`src/verilog/rcf_defs.svh`:
```
// Constants for the reset cause flag logic
`ifndef RCF_DEFS_SVH
`define RCF_DEFS_SVH
// Register addresses
`define RCF_ADDR_STATUS 8'h03
`define RCF_ADDR_CAUSE 8'h8E
`define RCF_ADDR_EVT_STATUS 8'h90
`define RCF_ADDR_EVT_MASK 8'h91
// Bit positions in the core status register
`define RCF_BIT_TIMEOUT 4
`define RCF_BIT_POWER_DOWN 3
`define RCF_BANK_LSB 5
`define RCF_ARITH_MSB 2
// Bit positions in the power reset cause register
`define RCF_BIT_POWER_ON 1
`define RCF_BIT_BROWNOUT 0
`define RCF_CAUSE_W 2
// Values loaded on the various causes
`define RCF_STATUS_RESET 8'h18
`define RCF_CAUSE_RESET 2'h0
`define RCF_CAUSE_AFTER_BROWNOUT 2'h2
`define RCF_UPPER_AFTER_BROWNOUT 5'h03
`define RCF_UPPER_AFTER_CLEAR_SLEEP 5'h02
`define RCF_BANK_CLEARED 3'h0
// Program counter
`define RCF_PC_W 13
`define RCF_PC_START 13'h0000
`define RCF_INT_VECTOR 13'h0004
`define RCF_PC_STEP 13'h0001
// Event indices in the interrupt status register
`define RCF_EV_W 7
`define RCF_EV_POWER_ON 0
`define RCF_EV_BROWNOUT 1
`define RCF_EV_WDOG_RESET 2
`define RCF_EV_WDOG_WAKE 3
`define RCF_EV_CLEAR_RUN 4
`define RCF_EV_CLEAR_SLEEP 5
`define RCF_EV_INT_WAKE 6
`endif

```
`src/verilog/rcf_pkg.sv`:
```
// Types for the reset cause flag logic
`default_nettype none
`include "rcf_defs.svh"
package rcf_pkg;
  // Vector fetch sequencing after an interrupt wake-up
  typedef enum logic [0:0] {
    RCF_IDLE,
    RCF_VEC_WAIT
  } rcf_state_type;

  // All state of the top module
  typedef struct packed {
    rcf_state_type state;
    logic [7:0] status;
    logic [`RCF_CAUSE_W-1:0] cause;
    logic pc_load;
    logic [`RCF_PC_W-1:0] pc_value;
    logic [7:0] rdata;
  } rcf_core_type;

  // All state of the event unit
  typedef struct packed {
    logic [`RCF_EV_W-1:0] status;
    logic [`RCF_EV_W-1:0] mask;
    logic irq;
  } rcf_evt_type;
endpackage
`default_nettype wire

```
`src/verilog/rcf_evt_if.sv`:
```
// Link between the flag logic and its event unit
`timescale 1ns/1ps
`default_nettype none
`include "rcf_defs.svh"
interface rcf_evt_if;
  logic [`RCF_EV_W-1:0] event_set; // One-cycle cause pulses
  logic wr_status; // Write-one-to-clear strobe
  logic wr_mask; // Mask write strobe
  logic [`RCF_EV_W-1:0] wdata; // Write data
  logic [`RCF_EV_W-1:0] status; // Sticky bits
  logic [`RCF_EV_W-1:0] mask; // Enables
  logic irq; // Registered interrupt level
  modport core (output event_set, wr_status, wr_mask, wdata, input status, mask, irq);
  modport unit (input event_set, wr_status, wr_mask, wdata, output status, mask, irq);
endinterface
`default_nettype wire

```
`src/verilog/rcf_event_unit.sv`:
```
// Sticky event status, mask and interrupt level
`timescale 1ns/1ps
`default_nettype none
`include "rcf_defs.svh"
module rcf_event_unit (
  // Clock and reset
  input wire logic clk_i,
  input wire logic reset_i,
  // Link to the flag logic
  rcf_evt_if.unit evt
);
  rcf_pkg::rcf_evt_type st_reg; // Registered state
  rcf_pkg::rcf_evt_type st_next; // Next state

  // Set beats clear so a cause arriving during a clear is kept
  always_comb begin
    st_next = st_reg;
    if (evt.wr_status) begin
      st_next.status = st_reg.status & ~evt.wdata;
    end
    st_next.status = st_next.status | evt.event_set;
    if (evt.wr_mask) begin
      st_next.mask = evt.wdata;
    end
    st_next.irq = |(st_next.status & st_next.mask);
  end

  // State register
  always_ff @(posedge clk_i) begin
    if (reset_i) begin
      st_reg <= '0;
    end else begin
      st_reg <= st_next;
    end
  end

  assign evt.status = st_reg.status;
  assign evt.mask = st_reg.mask;
  assign evt.irq = st_reg.irq;
endmodule
`default_nettype wire

```
`src/verilog/rcf_flags.sv`:
```
// Reset and wake-up cause flags, start address and register port
//
// Added by the designer: the plain strobed port.
`timescale 1ns/1ps
`default_nettype none
`include "rcf_defs.svh"
// Summary of operation
// Four cause flags, fixed pattern per cause
// Power-on: start zero, status 0001 1xxx
// Clear running: zero banks, keep rest
// Clear asleep: banks zero, timeout set, powerdown cleared
// Interrupt wake: next PC, timeout set, powerdown cleared
// Interrupts enabled: run next, then vector
// Resets running: upper three cleared, flags per cause
// Unused cause bits ignore writes, read zero
// Firmware sets power-on flag after power-on
// Brown-out flag meaningless when detector disabled
// Flag positions: status 4/3, cause 1/0
module rcf_flags (
  // Clock and reset
  input wire logic clk_i,
  input wire logic reset_i,
  // Reset and wake-up causes, one-cycle pulses
  input wire logic power_on_event_i,
  input wire logic brownout_event_i,
  input wire logic watchdog_event_i,
  input wire logic external_clear_pin_event_i,
  input wire logic interrupt_wake_i,
  // Core context
  input wire logic sleeping_i,
  input wire logic brownout_detector_enable_i,
  input wire logic global_interrupt_enable_i,
  input wire logic [`RCF_PC_W-1:0] pc_i,
  input wire logic instr_done_i,
  // Program counter load
  output logic pc_load_o,
  output logic [`RCF_PC_W-1:0] pc_value_o,
  // Flag registers as seen by the core
  output logic [7:0] core_status_flags_o,
  output logic [`RCF_CAUSE_W-1:0] power_reset_cause_o,
  output logic irq_o,
  // Register port
  input wire logic [7:0] addr_i,
  input wire logic [7:0] wdata_i,
  input wire logic wr_i,
  input wire logic rd_i,
  output logic [7:0] rdata_o
);
  rcf_pkg::rcf_core_type st_reg; // Registered state
  rcf_pkg::rcf_core_type st_next; // Next state
  logic [`RCF_EV_W-1:0] taken; // Cause acted on this cycle, one-hot
  logic [`RCF_PC_W-1:0] pc_plus; // Address of the next instruction

  rcf_evt_if evt (); // Link to the event unit

  // Sticky cause bits and interrupt level
  rcf_event_unit u_events (
    .clk_i(clk_i),
    .reset_i(reset_i),
    .evt(evt)
  );

  assign pc_plus = pc_i + `RCF_PC_STEP;

  // Cause selection by priority, a power cycle outranks everything
  always_comb begin
    taken = '0;
    if (power_on_event_i) begin
      taken[`RCF_EV_POWER_ON] = 1'b1;
    end else if (brownout_event_i && brownout_detector_enable_i) begin
      // A disabled detector cannot claim a cause
      taken[`RCF_EV_BROWNOUT] = 1'b1;
    end else if (watchdog_event_i && !sleeping_i) begin
      taken[`RCF_EV_WDOG_RESET] = 1'b1;
    end else if (watchdog_event_i) begin
      taken[`RCF_EV_WDOG_WAKE] = 1'b1;
    end else if (external_clear_pin_event_i && sleeping_i) begin
      taken[`RCF_EV_CLEAR_SLEEP] = 1'b1;
    end else if (external_clear_pin_event_i) begin
      taken[`RCF_EV_CLEAR_RUN] = 1'b1;
    end else if (interrupt_wake_i) begin
      taken[`RCF_EV_INT_WAKE] = 1'b1;
    end
  end

  // Next state: software writes first, then causes override them
  always_comb begin
    st_next = st_reg;
    st_next.pc_load = 1'b0;
    st_next.rdata = 8'h00;
    // Software writes; the timeout and power-down flags are read only
    if (wr_i && addr_i == `RCF_ADDR_STATUS) begin
      st_next.status = wdata_i;
      st_next.status[`RCF_BIT_TIMEOUT] = st_reg.status[`RCF_BIT_TIMEOUT];
      st_next.status[`RCF_BIT_POWER_DOWN] = st_reg.status[`RCF_BIT_POWER_DOWN];
    end
    if (wr_i && addr_i == `RCF_ADDR_CAUSE) begin
      // Only the two flag bits are stored, upper bits dropped
      st_next.cause = wdata_i[`RCF_CAUSE_W-1:0];
    end
    // Cause handling, each with its own flag pattern
    if (taken[`RCF_EV_POWER_ON]) begin
      st_next.status = `RCF_STATUS_RESET;
      st_next.cause[`RCF_BIT_POWER_ON] = 1'b0;
      st_next.pc_load = 1'b1;
      st_next.pc_value = `RCF_PC_START;
      st_next.state = rcf_pkg::RCF_IDLE;
    end else if (taken[`RCF_EV_BROWNOUT]) begin
      // Upper bits 0001 1, arithmetic bits kept
      st_next.status[7:`RCF_BIT_POWER_DOWN] = `RCF_UPPER_AFTER_BROWNOUT;
      st_next.cause = `RCF_CAUSE_AFTER_BROWNOUT;
      st_next.pc_load = 1'b1;
      st_next.pc_value = `RCF_PC_START;
      st_next.state = rcf_pkg::RCF_IDLE;
    end else if (taken[`RCF_EV_WDOG_RESET]) begin
      // Banks and timeout cleared, power-down kept
      st_next.status[7:`RCF_BANK_LSB] = `RCF_BANK_CLEARED;
      st_next.status[`RCF_BIT_TIMEOUT] = 1'b0;
      st_next.pc_load = 1'b1;
      st_next.pc_value = `RCF_PC_START;
      st_next.state = rcf_pkg::RCF_IDLE;
    end else if (taken[`RCF_EV_WDOG_WAKE]) begin
      // Resumption, not a reset: banks untouched
      st_next.status[`RCF_BIT_TIMEOUT] = 1'b0;
      st_next.status[`RCF_BIT_POWER_DOWN] = 1'b0;
      st_next.pc_load = 1'b1;
      st_next.pc_value = pc_plus;
      st_next.state = rcf_pkg::RCF_IDLE;
    end else if (taken[`RCF_EV_CLEAR_SLEEP]) begin
      st_next.status[7:`RCF_BIT_POWER_DOWN] = `RCF_UPPER_AFTER_CLEAR_SLEEP;
      st_next.pc_load = 1'b1;
      st_next.pc_value = `RCF_PC_START;
      st_next.state = rcf_pkg::RCF_IDLE;
    end else if (taken[`RCF_EV_CLEAR_RUN]) begin
      // Only the bank bits move, cause flags untouched
      st_next.status[7:`RCF_BANK_LSB] = `RCF_BANK_CLEARED;
      st_next.pc_load = 1'b1;
      st_next.pc_value = `RCF_PC_START;
      st_next.state = rcf_pkg::RCF_IDLE;
    end else if (taken[`RCF_EV_INT_WAKE]) begin
      st_next.status[`RCF_BIT_TIMEOUT] = 1'b1;
      st_next.status[`RCF_BIT_POWER_DOWN] = 1'b0;
      st_next.pc_load = 1'b1;
      st_next.pc_value = pc_plus;
      // With interrupts on, the vector follows the next instruction
      if (global_interrupt_enable_i) begin
        st_next.state = rcf_pkg::RCF_VEC_WAIT;
      end else begin
        st_next.state = rcf_pkg::RCF_IDLE;
      end
    end else begin
      // No cause: finish a pending vector fetch
      case (st_reg.state)
        rcf_pkg::RCF_IDLE: begin
          st_next.state = rcf_pkg::RCF_IDLE;
        end
        rcf_pkg::RCF_VEC_WAIT: begin
          if (instr_done_i) begin
            st_next.pc_load = 1'b1;
            st_next.pc_value = `RCF_INT_VECTOR;
            st_next.state = rcf_pkg::RCF_IDLE;
          end
        end
        default: begin
          st_next.state = rcf_pkg::RCF_IDLE;
        end
      endcase
    end
    // Read data shows the values before this cycle's update
    if (rd_i) begin
      case (addr_i)
        `RCF_ADDR_STATUS: begin
          st_next.rdata = st_reg.status;
        end
        `RCF_ADDR_CAUSE: begin
          // Unused positions read as zero
          st_next.rdata = {6'h00, st_reg.cause};
        end
        `RCF_ADDR_EVT_STATUS: begin
          st_next.rdata = {1'b0, evt.status};
        end
        `RCF_ADDR_EVT_MASK: begin
          st_next.rdata = {1'b0, evt.mask};
        end
        default: begin
          st_next.rdata = 8'h00;
        end
      endcase
    end
  end

  // State register, synchronous reset to a power-on image
  always_ff @(posedge clk_i) begin
    if (reset_i) begin
      st_reg.state <= rcf_pkg::RCF_IDLE;
      st_reg.status <= `RCF_STATUS_RESET;
      st_reg.cause <= `RCF_CAUSE_RESET;
      st_reg.pc_load <= 1'b0;
      st_reg.pc_value <= `RCF_PC_START;
      st_reg.rdata <= 8'h00;
    end else begin
      st_reg <= st_next;
    end
  end

  // Event unit drive
  assign evt.event_set = taken;
  assign evt.wr_status = wr_i && addr_i == `RCF_ADDR_EVT_STATUS;
  assign evt.wr_mask = wr_i && addr_i == `RCF_ADDR_EVT_MASK;
  assign evt.wdata = wdata_i[`RCF_EV_W-1:0];

  // Outputs
  assign pc_load_o = st_reg.pc_load;
  assign pc_value_o = st_reg.pc_value;
  assign core_status_flags_o = st_reg.status;
  assign power_reset_cause_o = st_reg.cause;
  assign irq_o = evt.irq;
  assign rdata_o = st_reg.rdata;
endmodule
`default_nettype wire

```
`config.mk`:
```
export PLATFORM = sky130hd
export DESIGN_NAME = rcf_flags
export DESIGN_NICKNAME = d
export VERILOG_FILES = /design/src/verilog/rcf_pkg.sv /design/src/verilog/rcf_evt_if.sv /design/src/verilog/rcf_event_unit.sv /design/src/verilog/rcf_flags.sv
export VERILOG_INCLUDE_DIRS = /design/src /design/src/verilog
export SDC_FILE = /design/constraint.sdc
export NUM_CORES = 1
export LEC_CHECK = 0
export BUFFER_PORTS_ARGS = -buffer_cell sky130_fd_sc_hd__buf_2
export CORE_ASPECT_RATIO = 1.2
export CORE_MARGIN = 3
export CORE_UTILIZATION = 51
export CTS_CLUSTER_SIZE = 14
export DETAILED_ROUTE_END_ITERATION = 10
export PLACE_DENSITY = 0.79
export SETUP_SLACK_MARGIN = 0.3
export SLEW_MARGIN = 5
export SYNTH_ARGS = -nofsm -noshare
export SYNTH_HDL_FRONTEND = slang
export SYNTH_HIERARCHICAL = 1
export SYNTH_SLANG_ARGS = --single-unit
```
`constraint.sdc`:
```
create_clock -name clk_i -period 3.2 [get_ports clk_i]
set_clock_uncertainty 0.2 [all_clocks]
set_input_delay 0.16 -clock clk_i [delete_from_list [all_inputs] [get_ports clk_i]]
set_output_delay 0.16 -clock clk_i [all_outputs]
set_load 0.005 [all_outputs]
```
# After elaboration in Yosys (flattened, before gate mapping)
# Cells that the tools add are included.
# op_classes
add_sub_neg,1
n_eq_ne,4
muxes,43
bitwise,6
n_reduce_logical,18
# ops
operator,count
$mux W14,9
$pmux W8 S4,1
$eq A8 B8 Y1 const B,3
$mux W1,17
$and A7 B7 Y7,2
$mux W7,2
$reduce_or A7 Y1,2
$add A13 B1 Y13 const B,1
$mux W6,2
$mux W2,5
$reduce_bool A5 Y1,2
$mux W3,3
$eq A8 B2 Y1 const B,1
$mux W8,1
$logic_and A1 B1 Y1,7
$not A7 Y7,1
$or A7 B7 Y7,1
$mux W5,1
$mux W4,1
$reduce_or A2 Y1,2
$reduce_or A4 Y1,1
$reduce_or A3 Y1,1
$not A1 Y1,2
$pmux W1 S2,1
3 further kinds,3
# word_totals
ff_bits,48

# Depth between registers and ports, before layout
# Gate-level depths: netlist of the first run.
# depth
ltp_word,14
depth_mapped,8
depth_no_buf,7

# By module
# Netlist of the first run, hierarchy kept.
# by_module_without_submodules
module,instances,cells_each,area_each_um2,seq_area_each_um2
rcf_flags,1,221,1911.8,660.6
rcf_event_unit,1,58,544.3,300.3

# Worst setup path before layout of the first run
# Ideal clock, no wire load.
# synth_timing
kind,input to register
start,in addr_i[1]
end,"reg u_events.st_reg, in the netlist u_events/evt.irq"
setup_time_ns,0.125
arrival_ns,1.986
required_time_ns,2.875
path_slack_ns,0.889
stages,7
path_cell_list,or4b_4 > nor3_2 > and2_1 > buf_6 > mux2i_1 > o22ai_1 > o41a_1
# synth_between
word_cells_on_any_way,9
classes_between,eq/ne (2); mux (2); bitwise (2); reduce/logical (3)
# synth_lines
element,line_no,rtl
"start, declared",rcf_flags.sv:43,"input wire logic [7:0] addr_i,"
$eq A8 B8 Y1,-,
$logic_and A1 B1 Y1 (no line),-,
net evt.wr_mask,rcf_evt_if.sv:8,logic wr_mask;
$mux W7,rcf_event_unit.sv:22,if (evt.wr_mask) begin
$and A7 B7 Y7,rcf_event_unit.sv:25,st_next.irq = |(st_next.status & st_next.mask);
$reduce_or A7 Y1,rcf_event_unit.sv:25,
"end signal, assigned",rcf_event_unit.sv:33,st_reg <= st_next;
"end, declared",rcf_event_unit.sv:12,rcf_pkg::rcf_evt_type st_reg;
# The timed path passes the listed nets, and every way through them passes these cells.
# A chain may end at the register's enable or synchronous reset.

# Worst setup path in the final report of the first run
# layout_timing
start,in power_on_event_i
end,"reg st_reg, in the netlist core_status_flags_o[4]"
# layout_between
elab_chain_len,6
word_cells_on_any_way,8
classes_between,mux (7); reduce/logical (1)
# layout_rtl
element,line_no,rtl
"start, declared",rcf_flags.sv:24,"input wire logic power_on_event_i,"
$mux W6,rcf_flags.sv:68,if (power_on_event_i) begin
net evt.event_set[6],rcf_evt_if.sv:6,logic [`RCF_EV_W-1:0] event_set;
$mux W2,rcf_flags.sv:140,end else if (taken[`RCF_EV_INT_WAKE]) begin
$mux W2,rcf_flags.sv:134,end else if (taken[`RCF_EV_CLEAR_RUN]) begin
$mux W6,rcf_flags.sv:129,end else if (taken[`RCF_EV_CLEAR_SLEEP]) begin
$mux W2,rcf_flags.sv:122,end else if (taken[`RCF_EV_WDOG_WAKE]) begin
$mux W1,rcf_flags.sv:115,end else if (taken[`RCF_EV_WDOG_RESET]) begin
"end signal, assigned",rcf_flags.sv:202,st_reg <= st_next;
"end, declared",rcf_flags.sv:49,rcf_pkg::rcf_core_type st_reg;
# The timed path passes the listed nets, and every way through them passes these cells.

==> results of run 1 <==
## tightest hold or removal path: stages
cell and delay (ps):
buf_2 110, xnor2_1 70, o21ai_0 70, a21oi_1 70
## routing by layer
layer	vias to the layer above	track usage	wire length, um
li1	1110	-	-
met1	1048	0.2333	2377
met2	99	0.4027	2971
met3	9	0.05630	465
met4	0	0.07422	92
met5	-	0	0
## synth_stat cells (3+ instances only)
cell type	number	area [sq um]
dfxtp_1	48	960.9
buf_4	32	240.2
nand2_1	22	82.58
nor2_1	20	75.07
nor3_1	18	90.09
a21oi_1	17	85.08
nand3_1	16	80.08
mux2i_1	13	130.1
xnor2_1	8	70.07
o21ai_0	7	35.03
clkbuf_1	6	22.52
o2bb2ai_1	6	52.55
a222oi_1	5	50.05
inv_1	5	18.77
o22ai_1	5	31.28
a211oi_1	3	22.52
a21oi_2	3	26.28
and2_1	3	18.77
and3_1	3	18.77
nor3b_1	3	22.52
## path summary, 6_finish.rpt
check,startpoint,end,slack [ps],cells after the start
hold / removal,pc_i[4],pc_value_o[4],10,4
setup / recovery,power_on_event_i,core_status_flags_o[4],620,8
setup reg to reg,st_reg[32],pc_value_o[7],1600,3
hold reg to reg,pc_value_o[2],pc_value_o[2],260,2
## cell usage in the layout, fill, tap and decap left out, types with 2 or more instances in the layout
cell	count
a211oi_1	3
a21oi_1	17
a21oi_2	3
a222oi_1	5
a311oi_1	2
and2_1	3
and3_1	3
buf_2	74
clkbuf_8	5
dfxtp_1	48
dlygate4sd3_1	23
inv_1	5
mux2i_1	13
nand2_1	22
nand2b_1	2
nand3_1	16
nand4_1	2
nor2_1	20
nor2b_1	2
nor3_1	18
nor3b_1	3
nor4_1	2
o21a_1	2
o21ai_0	6
o22ai_1	5
o2bb2ai_1	6
xnor2_1	8
## metrics by stage
step / setup slack, ps / hold WS [ps] / area, sq um / std cells / power, W
after floorplan: 889.2 / 32.38 / 2456 / 279 / 0.0006884
after global placement: 609.9 / 210.7 / 2623 / 371 / 0.0007376
after detailed placement: 553.3 / 213.2 / 2623 / 371 / 0.0007405
after CTS: 535.1 / 2.206 / 2934 / 401 / 0.001093
after global routing: 456.9 / 33.61 / 2934 / 401 / 0.001136
final: 615.6 / 11.82 / 2934 / 401 / 0.001084
## power by group
part           internal, W  switching (W)  leakage, nW  total [W]
clock             0.000148       0.000190       0.0400   0.000338
sequential        0.000605     0.00000511        0.388   0.000610
combinational    0.0000617      0.0000736        0.735   0.000135
## kinds of logic (layout without fill, tap and decap cells)
| kind of cell | Yosys count | after routing | share of synthesized area |
|---|---|---|---|
| AO/OA/AOI/OAI | 58 | 58 | 0.1671 |
| XOR/XNOR | 9 | 9 | 0.03210 |
| adder cells (fa/ha/maj) | 1 | 1 | 0.005093 |
| buffers and inverters | 47 | 111 | 0.1248 |
| flip-flops | 48 | 48 | 0.3912 |
| multiplexers | 13 | 13 | 0.05298 |
| AND/OR/NAND/NOR | 103 | 103 | 0.2267 |
## cell type report
type,count,area (sq um)
timing repair buffer,98,608.1
tap,58,72.57
inverter,6,22.52
clock inverter,2,12.51
clock buffer,5,68.82
multi-input combinational,184,1189
sequential,48,960.9
fill,401,1694
## timing repair
| item | in CTS | in global routing |
|---|---|---|
| resized for setup | 0 | 1 |
| hold endpoints to repair | 23 | 0 |
| setup endpoints to repair | 0 | 1 |
| hold buffers | 23 | 0 |
==> impl_results.md, run 1 <==
- Cell Area, Synth: 0.002456 sq mm
- Final-report setup violation count: 0
- Clock Root Buffer: clkbuf_8
- Slew Limit Headroom: 0.4750
- Row cnt: 27
- Initial antenna violation count: 0
- Fin crit share: 0.8076
- LEAKAGE: 1.163 nW
- Total GRT Usage: 0.2140
- Vias per inst: 5.651
- Register area share after synthesis: 0.3912
- Wire per inst: 14.73 um
- Worst-margin pin slew: 782.3 ps
- Via count: 2,266
- Mean post-synth cell area: 8.803 sq um
- Status: finished clean
- Die width: 69.35 um
- Clock Latency Late Sink: 300 ps
- Max_cap viols: 0
- CTS tree: built
- ANT nets after route: 0
- Num CTS Buffers: 5
- Hold Crit Class: input pin to register
- Setup tns final: 0 ps
- VDD IR-drop max: 0.0002239 V
- Fin util: 0.6340
- Net Count, Synth: 322
- Yosys Warn Count: 6
- Number of detailed-route iterations in the first pass: 6
- Crit-path cells: dlygate4sd3_1 > buf_2 > a21oi_2 > nand3_1 > clkinv_1 > a311oi_1 > o21ai_0 > dlygate4sd3_1
- Worst EP required: 3190 ps
- Crit-path leading delay family: buffers and inverters
- Critical Path End Type: register
- Netlist cell types: 49
- Initial DRC count: 149
- Final WL: 5907 um
- Routability congestion estimate from global placement: 0.8412
- Reg clk slew, reported paths: 90 ps
- Cells after Synth: 279
- Grt ovf: 0
- Most used cell, CP: dlygate4sd3_1
- Slowest stage delay, CP: 600 ps
- CTS Sinks: 48
- CP Class: input pin to register
- Commonest register cell after synthesis: dfxtp_1
- Critical Path AT: 2580 ps
- CORE AREA: 0.004628 sq mm
- Vias in the first global route: 2,164
- IO Pins: 75
- Clk buf depth: 2
- DRC viols: 0
- Post-CTS Setup Inserts: 0
- RSZ-0062 raised after global routing: false
- Yosys reg bits: 48
- Initial Util: 0.5307
- Crit path time final: 2584 ps
- Ys async rst share: 0
- Slowest stage cell, crit path: dlygate4sd3_1
- CP Launch Type: input pin
- Pins Over Slew Limit: 0
- Fin. Hold Viols: 0
- Layout cells sized above 1: 0.2653
- Input/output buffers: 74
- Die height: 82.02 um
- Largest net degree at the start of global routing: 25
- P&R area growth vs syn: 19.46%
- EDFF count, synth: 0
- Largest register FFs: 13
- Critical path buffer and inverter count: 4
- Die ar.: 0.005688 sq mm
- Final net count: 386
- FMAX: 0.3869 GHz
- H-tree depth: 2
- DP HPWL: 4336 um
- Power per Cell Area: 369.5 mW/mm^2
- ANT cells: 0
- First-pass GRT wire length: 9832 um
- CP Max Fanout: 10
(Power assumes the default switching activity.)
==> run 2: changes to the inputs <==
--- a/config.mk
+++ b/config.mk
@@ -6,13 +6,14 @@
 export SDC_FILE = /design/constraint.sdc
 export NUM_CORES = 1
 export LEC_CHECK = 0
+export ABC_AREA = 1
 export BUFFER_PORTS_ARGS = -buffer_cell sky130_fd_sc_hd__buf_2
 export CORE_ASPECT_RATIO = 1.2
 export CORE_MARGIN = 3
-export CORE_UTILIZATION = 51
+export CORE_UTILIZATION = 53
 export CTS_CLUSTER_SIZE = 14
 export DETAILED_ROUTE_END_ITERATION = 10
-export PLACE_DENSITY = 0.79
+export PLACE_DENSITY = 0.8
 export SETUP_SLACK_MARGIN = 0.3
 export SLEW_MARGIN = 5
 export SYNTH_ARGS = -nofsm -noshare
==> constraint.sdc (replaced) <==
create_clock -name clk_i -period 2.6 [get_ports clk_i]
set_clock_uncertainty 0.2 [all_clocks]
set_input_delay 0.13 -clock clk_i [delete_from_list [all_inputs] [get_ports clk_i]]
set_output_delay 0.13 -clock clk_i [all_outputs]
set_load 0.005 [all_outputs]
==> run 2 against run 1 <==
Wire length increased by 17%. Non-clock buffer count unchanged. Count of clock-buffer cells in the layout increased by 1. Final area increased by 14%. Synthesized cell count increased by 58%. Core utilization increased by 2.8 points. Sequential power increased by 23%. Worst hold slack got worse by 3.4 ps. Die area increased by 9.3%. Synthesized area increased by 14%. Critical path type unchanged. Largest power group unchanged.
==> impl_results.md, run 2 <==
- Status: finished clean
- Ys async rst share: 0
- Input/output buffers: 74
- Layout cells sized above 1: 0.2133
- Commonest register cell after synthesis: dfxtp_1
- Initial DRC count: 210
- Initial Util: 0.5573
- ANT cells: 0
- Hold endpoint: pc_value_o[10]
- Clock Root Buffer: clkbuf_8
- Hold_sp: pc_i[10]
- Synth cell count leaders: 130 x nand2_1, 55 x inv_1, 54 x nor2_1
- Slowest stage cell, crit path: dlygate4sd3_1
- CTS tree: built
- Crit-path cells: dlygate4sd3_1 > buf_2 > nor2_1 > nand3_2 > o21ai_0 > o21ai_0 > dlygate4sd3_1 > nor3_1
- Final instance area: 0.003337 sq mm
- Worst-margin pin slew: 621.1 ps
- Reg clk slew, reported paths: 90 ps
- Wire per inst: 12.12 um
- Largest register FFs: 13
- VDD IR-drop max: 0.0003655 V
- Mean post-synth cell area: 6.375 sq um
- CP Max Fanout: 7
- Final net count: 553
- DP HPWL: 5158 um
- Register area share after synthesis: 0.3418
- Vias in the first global route: 2,725
- Net Count, Synth: 484
- Critical Path AT: 2050 ps
- Grt ovf: 0
- Row cnt: 28
- CP Class: input pin to register
- Synth top area share: 0.3418
- First-pass GRT wire length: 11,650 um
- Cell Area, Synth: 0.002811 sq mm
- Slowest stage delay, CP: 560 ps
- P&R area growth vs syn: 18.69%
- Number of detailed-route iterations in the first pass: 4
- Routability congestion estimate from global placement: 0.8598
- Die height: 85.79 um
- Critical Path End Type: register
- Netlist cell types: 27
- EDFF count, synth: 0
- Top post-synthesis cells by area: dfxtp_1 34%, nand2_1 17%, buf_4 8.3%
- ANT nets after route: 0
- Crit-path leading delay family: buffers and inverters
- FF-to-FF Start: st_reg[32]
- LEAKAGE: 1.696 nW
- Hold depth: 5
- Fin crit share: 0.7780
- Critical path buffer and inverter count: 3
- Final-report setup violation count: 0
- Yosys reg bits: 48
- Clk buf depth: 2
- DRC viols: 0
- IO Pins: 75
- Clock Latency Late Sink: 300 ps
- Slew Limit Headroom: 0.5827
- Power per Cell Area: 454.5 mW/mm^2
- Synth area leader: dfxtp_1
- Worst Hold Margin: 8.438 ps
- Setup tns final: 0 ps
- Post-CTS sizing: 0
- CTS Sinks: 48
- Crit path time final: 2023 ps
- Num CTS Buffers: 5
- Pins Over Slew Limit: 0
- Fin util: 0.6615
- Yosys Warn Count: 6
- Placed inst area: 0.002985 sq mm
- Total GRT Usage: 0.2345
- RSZ-0062 raised after global routing: false
- Max_cap viols: 0
- H-tree depth: 2
- Die ar.: 0.006218 sq mm
- Reg2Reg Setup Slack: 1040 ps
- CORE AREA: 0.005045 sq mm
- Count leader, synth: nand2_1
- Final WL: 6920 um
- CP Launch Type: input pin
- Cells after DPL: 540
- Largest net degree at the start of global routing: 20
- Final non-filler cell total: 571
- Cells after Synth: 441
- Via count: 2,850
- Fin. Hold Viols: 0
- Vias per inst: 4.991
- Hold Crit Class: input pin to register
- Initial antenna violation count: 0
- Worst reg2reg path depth: 5
- Worst EP required: 2630 ps
- R2R Path End: st_reg[32]
- Die width: 72.49 um
- FMAX: 0.4944 GHz
- Most common cell after layout, fill and taps aside: nand2_1
- Most frequent cells in the layout: 130 x nand2_1, 74 x buf_2, 55 x inv_1
==> run 2: cell types whose count changed in the layout (fill, tap and decap cells not counted), moves of 12 or more <==
cell	delta
nand2_1	+108
nand3_1	+21
mux2i_1	-13
a21oi_1	+12
nor3_1	-13
nor2_1	+34
inv_1	+50
==> run 2: worst max-delay path by stage <==
stage | start | end | slack (ps) | cells after the start
final | watchdog_event_i | st_reg[32] | 580 | 8
after CTS | watchdog_event_i | st_reg[32] | 610 | 8
after floorplan | addr_i[6] | u_events/evt.irq | 920 | 12
after detailed placement | addr_i[2] | u_events/evt.irq | 510 | 13
after global placement | addr_i[2] | u_events/evt.irq | 600 | 13
after global routing | watchdog_event_i | st_reg[32] | 440 | 8
==> run 2: metal layers <==
metal	vias up	global-route usage	share of wire
li1	1482	-	-
met5	-	0	0
met2	89	0.4399	0.53
met4	0	0.08725	0.012
met1	1270	0.2522	0.40
met3	9	0.05041	0.064
==> run 2: kinds of logic (layout without fill, tap and decap cells) <==
family	after synthesis	after routing	synth area share
and+or+nand+nor	255	255	0.3916
buffers and inverters	95	165	0.1807
DFF	48	48	0.3418
AOI/OAI and AO/OA	40	40	0.07521
xor gates and xnor gates	2	2	0.006232
adders and majority gates	1	1	0.004450
==> run 2: area by class of cell <==
type | instances | area (sq um)
Clock buffer | 6 | 82.58
Clock inverter | 2 | 38.79
Fill cell | 482 | 1708
Inverter | 59 | 229.0
Multi-Input combinational cell | 298 | 1343
Sequential cell | 48 | 960.9
Tap cell | 60 | 75.07
Timing Repair Buffer | 98 | 608.1
==> run 2: per-stage QoR <==
step	setup WS, ps	power, W
floorplan	918.3	0.0008666
global placement	600.2	0.0009291
detailed placement	508.5	0.0009323
CTS	611.8	0.001529
global route	443.1	0.001584
finish	577.3	0.001517
==> run 2: power breakdown <==
part           switching [W]  total [W]  internal [W]  leakage [nW]
sequential        0.00000575   0.000751      0.000745         0.388
clock               0.000258   0.000573      0.000315        0.0614
combinational       0.000113   0.000193     0.0000799          1.25
total               0.000377    0.00152       0.00114          1.70
==> run 2: worst reg2reg max path, stage by stage (launching register included) <==
cell,delay (ps)
dfxtp_1,330
inv_1,40
o21ai_0,140
o21ai_0,100
dlygate4sd3_1,560
nor3_1,120
==> run 2: timing repair <==
item                       CTS  global route
hold buffers                23             0
setup buffers                0             0
hold endpoints to repair    34             0
setup endpoints to repair    0             0
==> run 3: changes to the inputs <==
--- a/config.mk
+++ b/config.mk
@@ -6,14 +6,14 @@
 export SDC_FILE = /design/constraint.sdc
 export NUM_CORES = 1
 export LEC_CHECK = 0
-export ABC_AREA = 1
+export ABC_AREA = 0
 export BUFFER_PORTS_ARGS = -buffer_cell sky130_fd_sc_hd__buf_2
 export CORE_ASPECT_RATIO = 1.2
 export CORE_MARGIN = 3
-export CORE_UTILIZATION = 53
+export CORE_UTILIZATION = 46
 export CTS_CLUSTER_SIZE = 14
 export DETAILED_ROUTE_END_ITERATION = 10
-export PLACE_DENSITY = 0.8
+export PLACE_DENSITY = 0.76
 export SETUP_SLACK_MARGIN = 0.3
 export SLEW_MARGIN = 5
 export SYNTH_ARGS = -nofsm -noshare
==> constraint.sdc (replaced) <==
create_clock -name clk_i -period 1.7 [get_ports clk_i]
set_clock_uncertainty 0.2 [all_clocks]
set_input_delay 0.085 -clock clk_i [delete_from_list [all_inputs] [get_ports clk_i]]
set_output_delay 0.085 -clock clk_i [all_outputs]
set_load 0.005 [all_outputs]
==> run 3 against run 2 <==
The run now ends with setup timing left. Combinational power is 81% higher. Die area is 0.61% higher. Critical path depth stayed put. Register-to-register slack worse by 730 ps. Worst hold slack worse by 4.4 ps. Via count is 12% lower. Count of clock-buffer cells in the layout is 1 lower. Flip-flop and latch count stayed put. Critical path type unchanged. Largest power group unchanged.
==> impl_results.md, run 3 (synthesis results as in run 1) <==
- Status: complete, but fails checks
- Failing checks: setup timing
- Clk buf depth: 2
- Placed inst area: 0.002957 sq mm
- Fin crit share: 1.201
- Final net count: 432
- CP Class: input pin to register
- ANT nets after route: 0
- Crit-path cells: buf_6 > or4b_4 > nor3_4 > and2_4 > buf_12 > mux2i_2 > o22ai_1 > o41a_1
- Total GRT Usage: 0.2211
- Worst Hold Margin: 4.052 ps
- IO Pins: 75
- Routability congestion estimate from global placement: 0.8320
- ANT cells: 0
- Total of fill cells in the finished design: 384
- CTS tree: built
- FMAX: 0.4897 GHz
- Logic pwr share: 0.150
- Layout cells sized above 1: 0.4051
- Die width: 72.71 um
- Hold depth: 5
- Power Internal: 0.001752 W
- Via count: 2,522
- Critical Path AT: 2030 ps
- H-tree depth: 2
- Clk pwr share: 0.356
- First-pass GRT wire length: 11,050 um
- CP Launch Type: input pin
- Worst reg2reg path depth: 3
- Final instance area: 0.003506 sq mm
- CORE AREA: 0.005045 sq mm
- Net switching power: 0.0005799 W
- Vias per inst: 5.604
- Hold_sp: pc_i[2]
- Initial Util: 0.4869
- CP Max Fanout: 7
- Cells after DPL: 408
- Most frequent cells in the layout: 73 x buf_2, 48 x dfxtp_1, 35 x buf_4
- LEAKAGE: 1.451 nW
- Largest register FFs: 13
- Register area: 960.9 sq um
- Crit path time final: 2042 ps
- Switching share of power: 0.2487
- Crit-path leading delay family: simple AND/OR/NAND/NOR gates
- DP HPWL: 4629 um
- VDD IR-drop max: 0.0004759 V
- P&R area growth vs syn: 42.74%
- R2R Path End: u_events/evt.irq
- Most common cell after layout, fill and taps aside: buf_2
- Clock Root Buffer: clkbuf_8
- Die ar.: 0.006256 sq mm
- Row cnt: 28
- Num CTS Buffers: 5
- Slew Limit Headroom: 0.6637
- Slowest stage cell, crit path: or4b_4
- Reg2Reg Setup Slack: 310 ps
- Input/output buffers: 74
- Number of detailed-route iterations in the first pass: 6
- Hold Crit Class: input pin to register
- Initial antenna violation count: 0
- Slowest stage delay, CP: 580 ps
- Wire per inst: 16.08 um
- Fin. Hold Viols: 0
- Min setup slack post-route: -342.0 ps
- Pre-CTS WS: -617.8 ps
- Initial DRC count: 207
- Final-report setup violation count: 3
- Die height: 86.05 um
- Final WL: 7234 um
- Vias in the first global route: 2,400
- Pins Over Slew Limit: 0
- Hold endpoint: pc_value_o[4]
- Final non-filler cell total: 450
- Area of the multi-input gates: 0.001326 sq mm
- Grt ovf: 0
- Reg clk slew, reported paths: 100 ps
- Clock Latency Late Sink: 310 ps
- Critical path buffer and inverter count: 2
- Max_cap viols: 0
- FF-to-FF Start: u_events/evt.mask[6]
- Largest net degree at the start of global routing: 24
- Worst-margin pin slew: 504.5 ps
- Reg power frac: 0.494
- CTS Sinks: 48
- Power per Cell Area: 665.1 mW/mm^2
- DRC viols: 0
- Critical Path End Type: register
- RSZ-0062 raised after global routing: true
- Worst EP required: 1690 ps
[run 3: repair_timing]
| item | in CTS | in global routing |
|---|---|---|
| buffers inserted | 4 | 4 |
| hold buffers | 25 | 1 |
| endpoints found under the setup margin | 20 | 29 |
| gates resized for setup | 11 | 16 |
| endpoints found under the hold margin | 30 | 3 |
| pin swaps | 5 | 6 |
| gates cloned | 0 | 0 |
[run 3: layer usage]
layer	GRT usage	wire length (um)
met1	0.2583	2820
met2	0.3924	3728
met3	0.04455	521
met4	0.08054	165
met5	0	0
[run 3: final cells by class]
cell class                      instances  share of cell area
Timing Repair Buffer                  144              0.2880
Clock inverter                          3             0.01213
Clock buffer                            5             0.01963
Multi-Input combinational cell        184              0.3783
Tap cell                               60             0.02141
Sequential cell                        48              0.2741
Inverter                                6            0.006424
[run 3: worst reg2reg max path, stage by stage, from the launching register on]
cell	delay, ps
dfxtp_1	330
mux2i_2	200
o22ai_1	100
o41a_1	440
[run 3: power by group through the flow]
stage                     Clock [W]  Sequential, W  Combinational (W)
after floorplan                   0        0.00117           0.000130
after global placement            0        0.00118           0.000269
after detailed placement          0        0.00118           0.000274
after CTS                  0.000849        0.00115           0.000326
after global routing       0.000877        0.00115           0.000378
final                      0.000831        0.00115           0.000350
[run 3: per-stage QoR]
step                utilization  setup TNS, ps  power (W)
floorplan                     -         -705.7   0.001303
global placement         0.5861          -2633   0.001444
detailed placement       0.5861          -3022   0.001449
CTS                      0.6714         -270.1   0.002325
global route             0.6949         -632.5   0.002407
finish                   0.6949         -466.3   0.002332
[run 3: worst max-delay path by stage]
stage | from | endpoint | depth (start not counted)
after floorplan | addr_i[1] | u_events/evt.irq | 7
after global placement | addr_i[1] | u_events/evt.irq | 8
after detailed placement | addr_i[1] | u_events/evt.irq | 8
after CTS | addr_i[1] | u_events/evt.irq | 8
after global routing | addr_i[1] | u_events/evt.irq | 8
final | addr_i[1] | u_events/evt.irq | 8
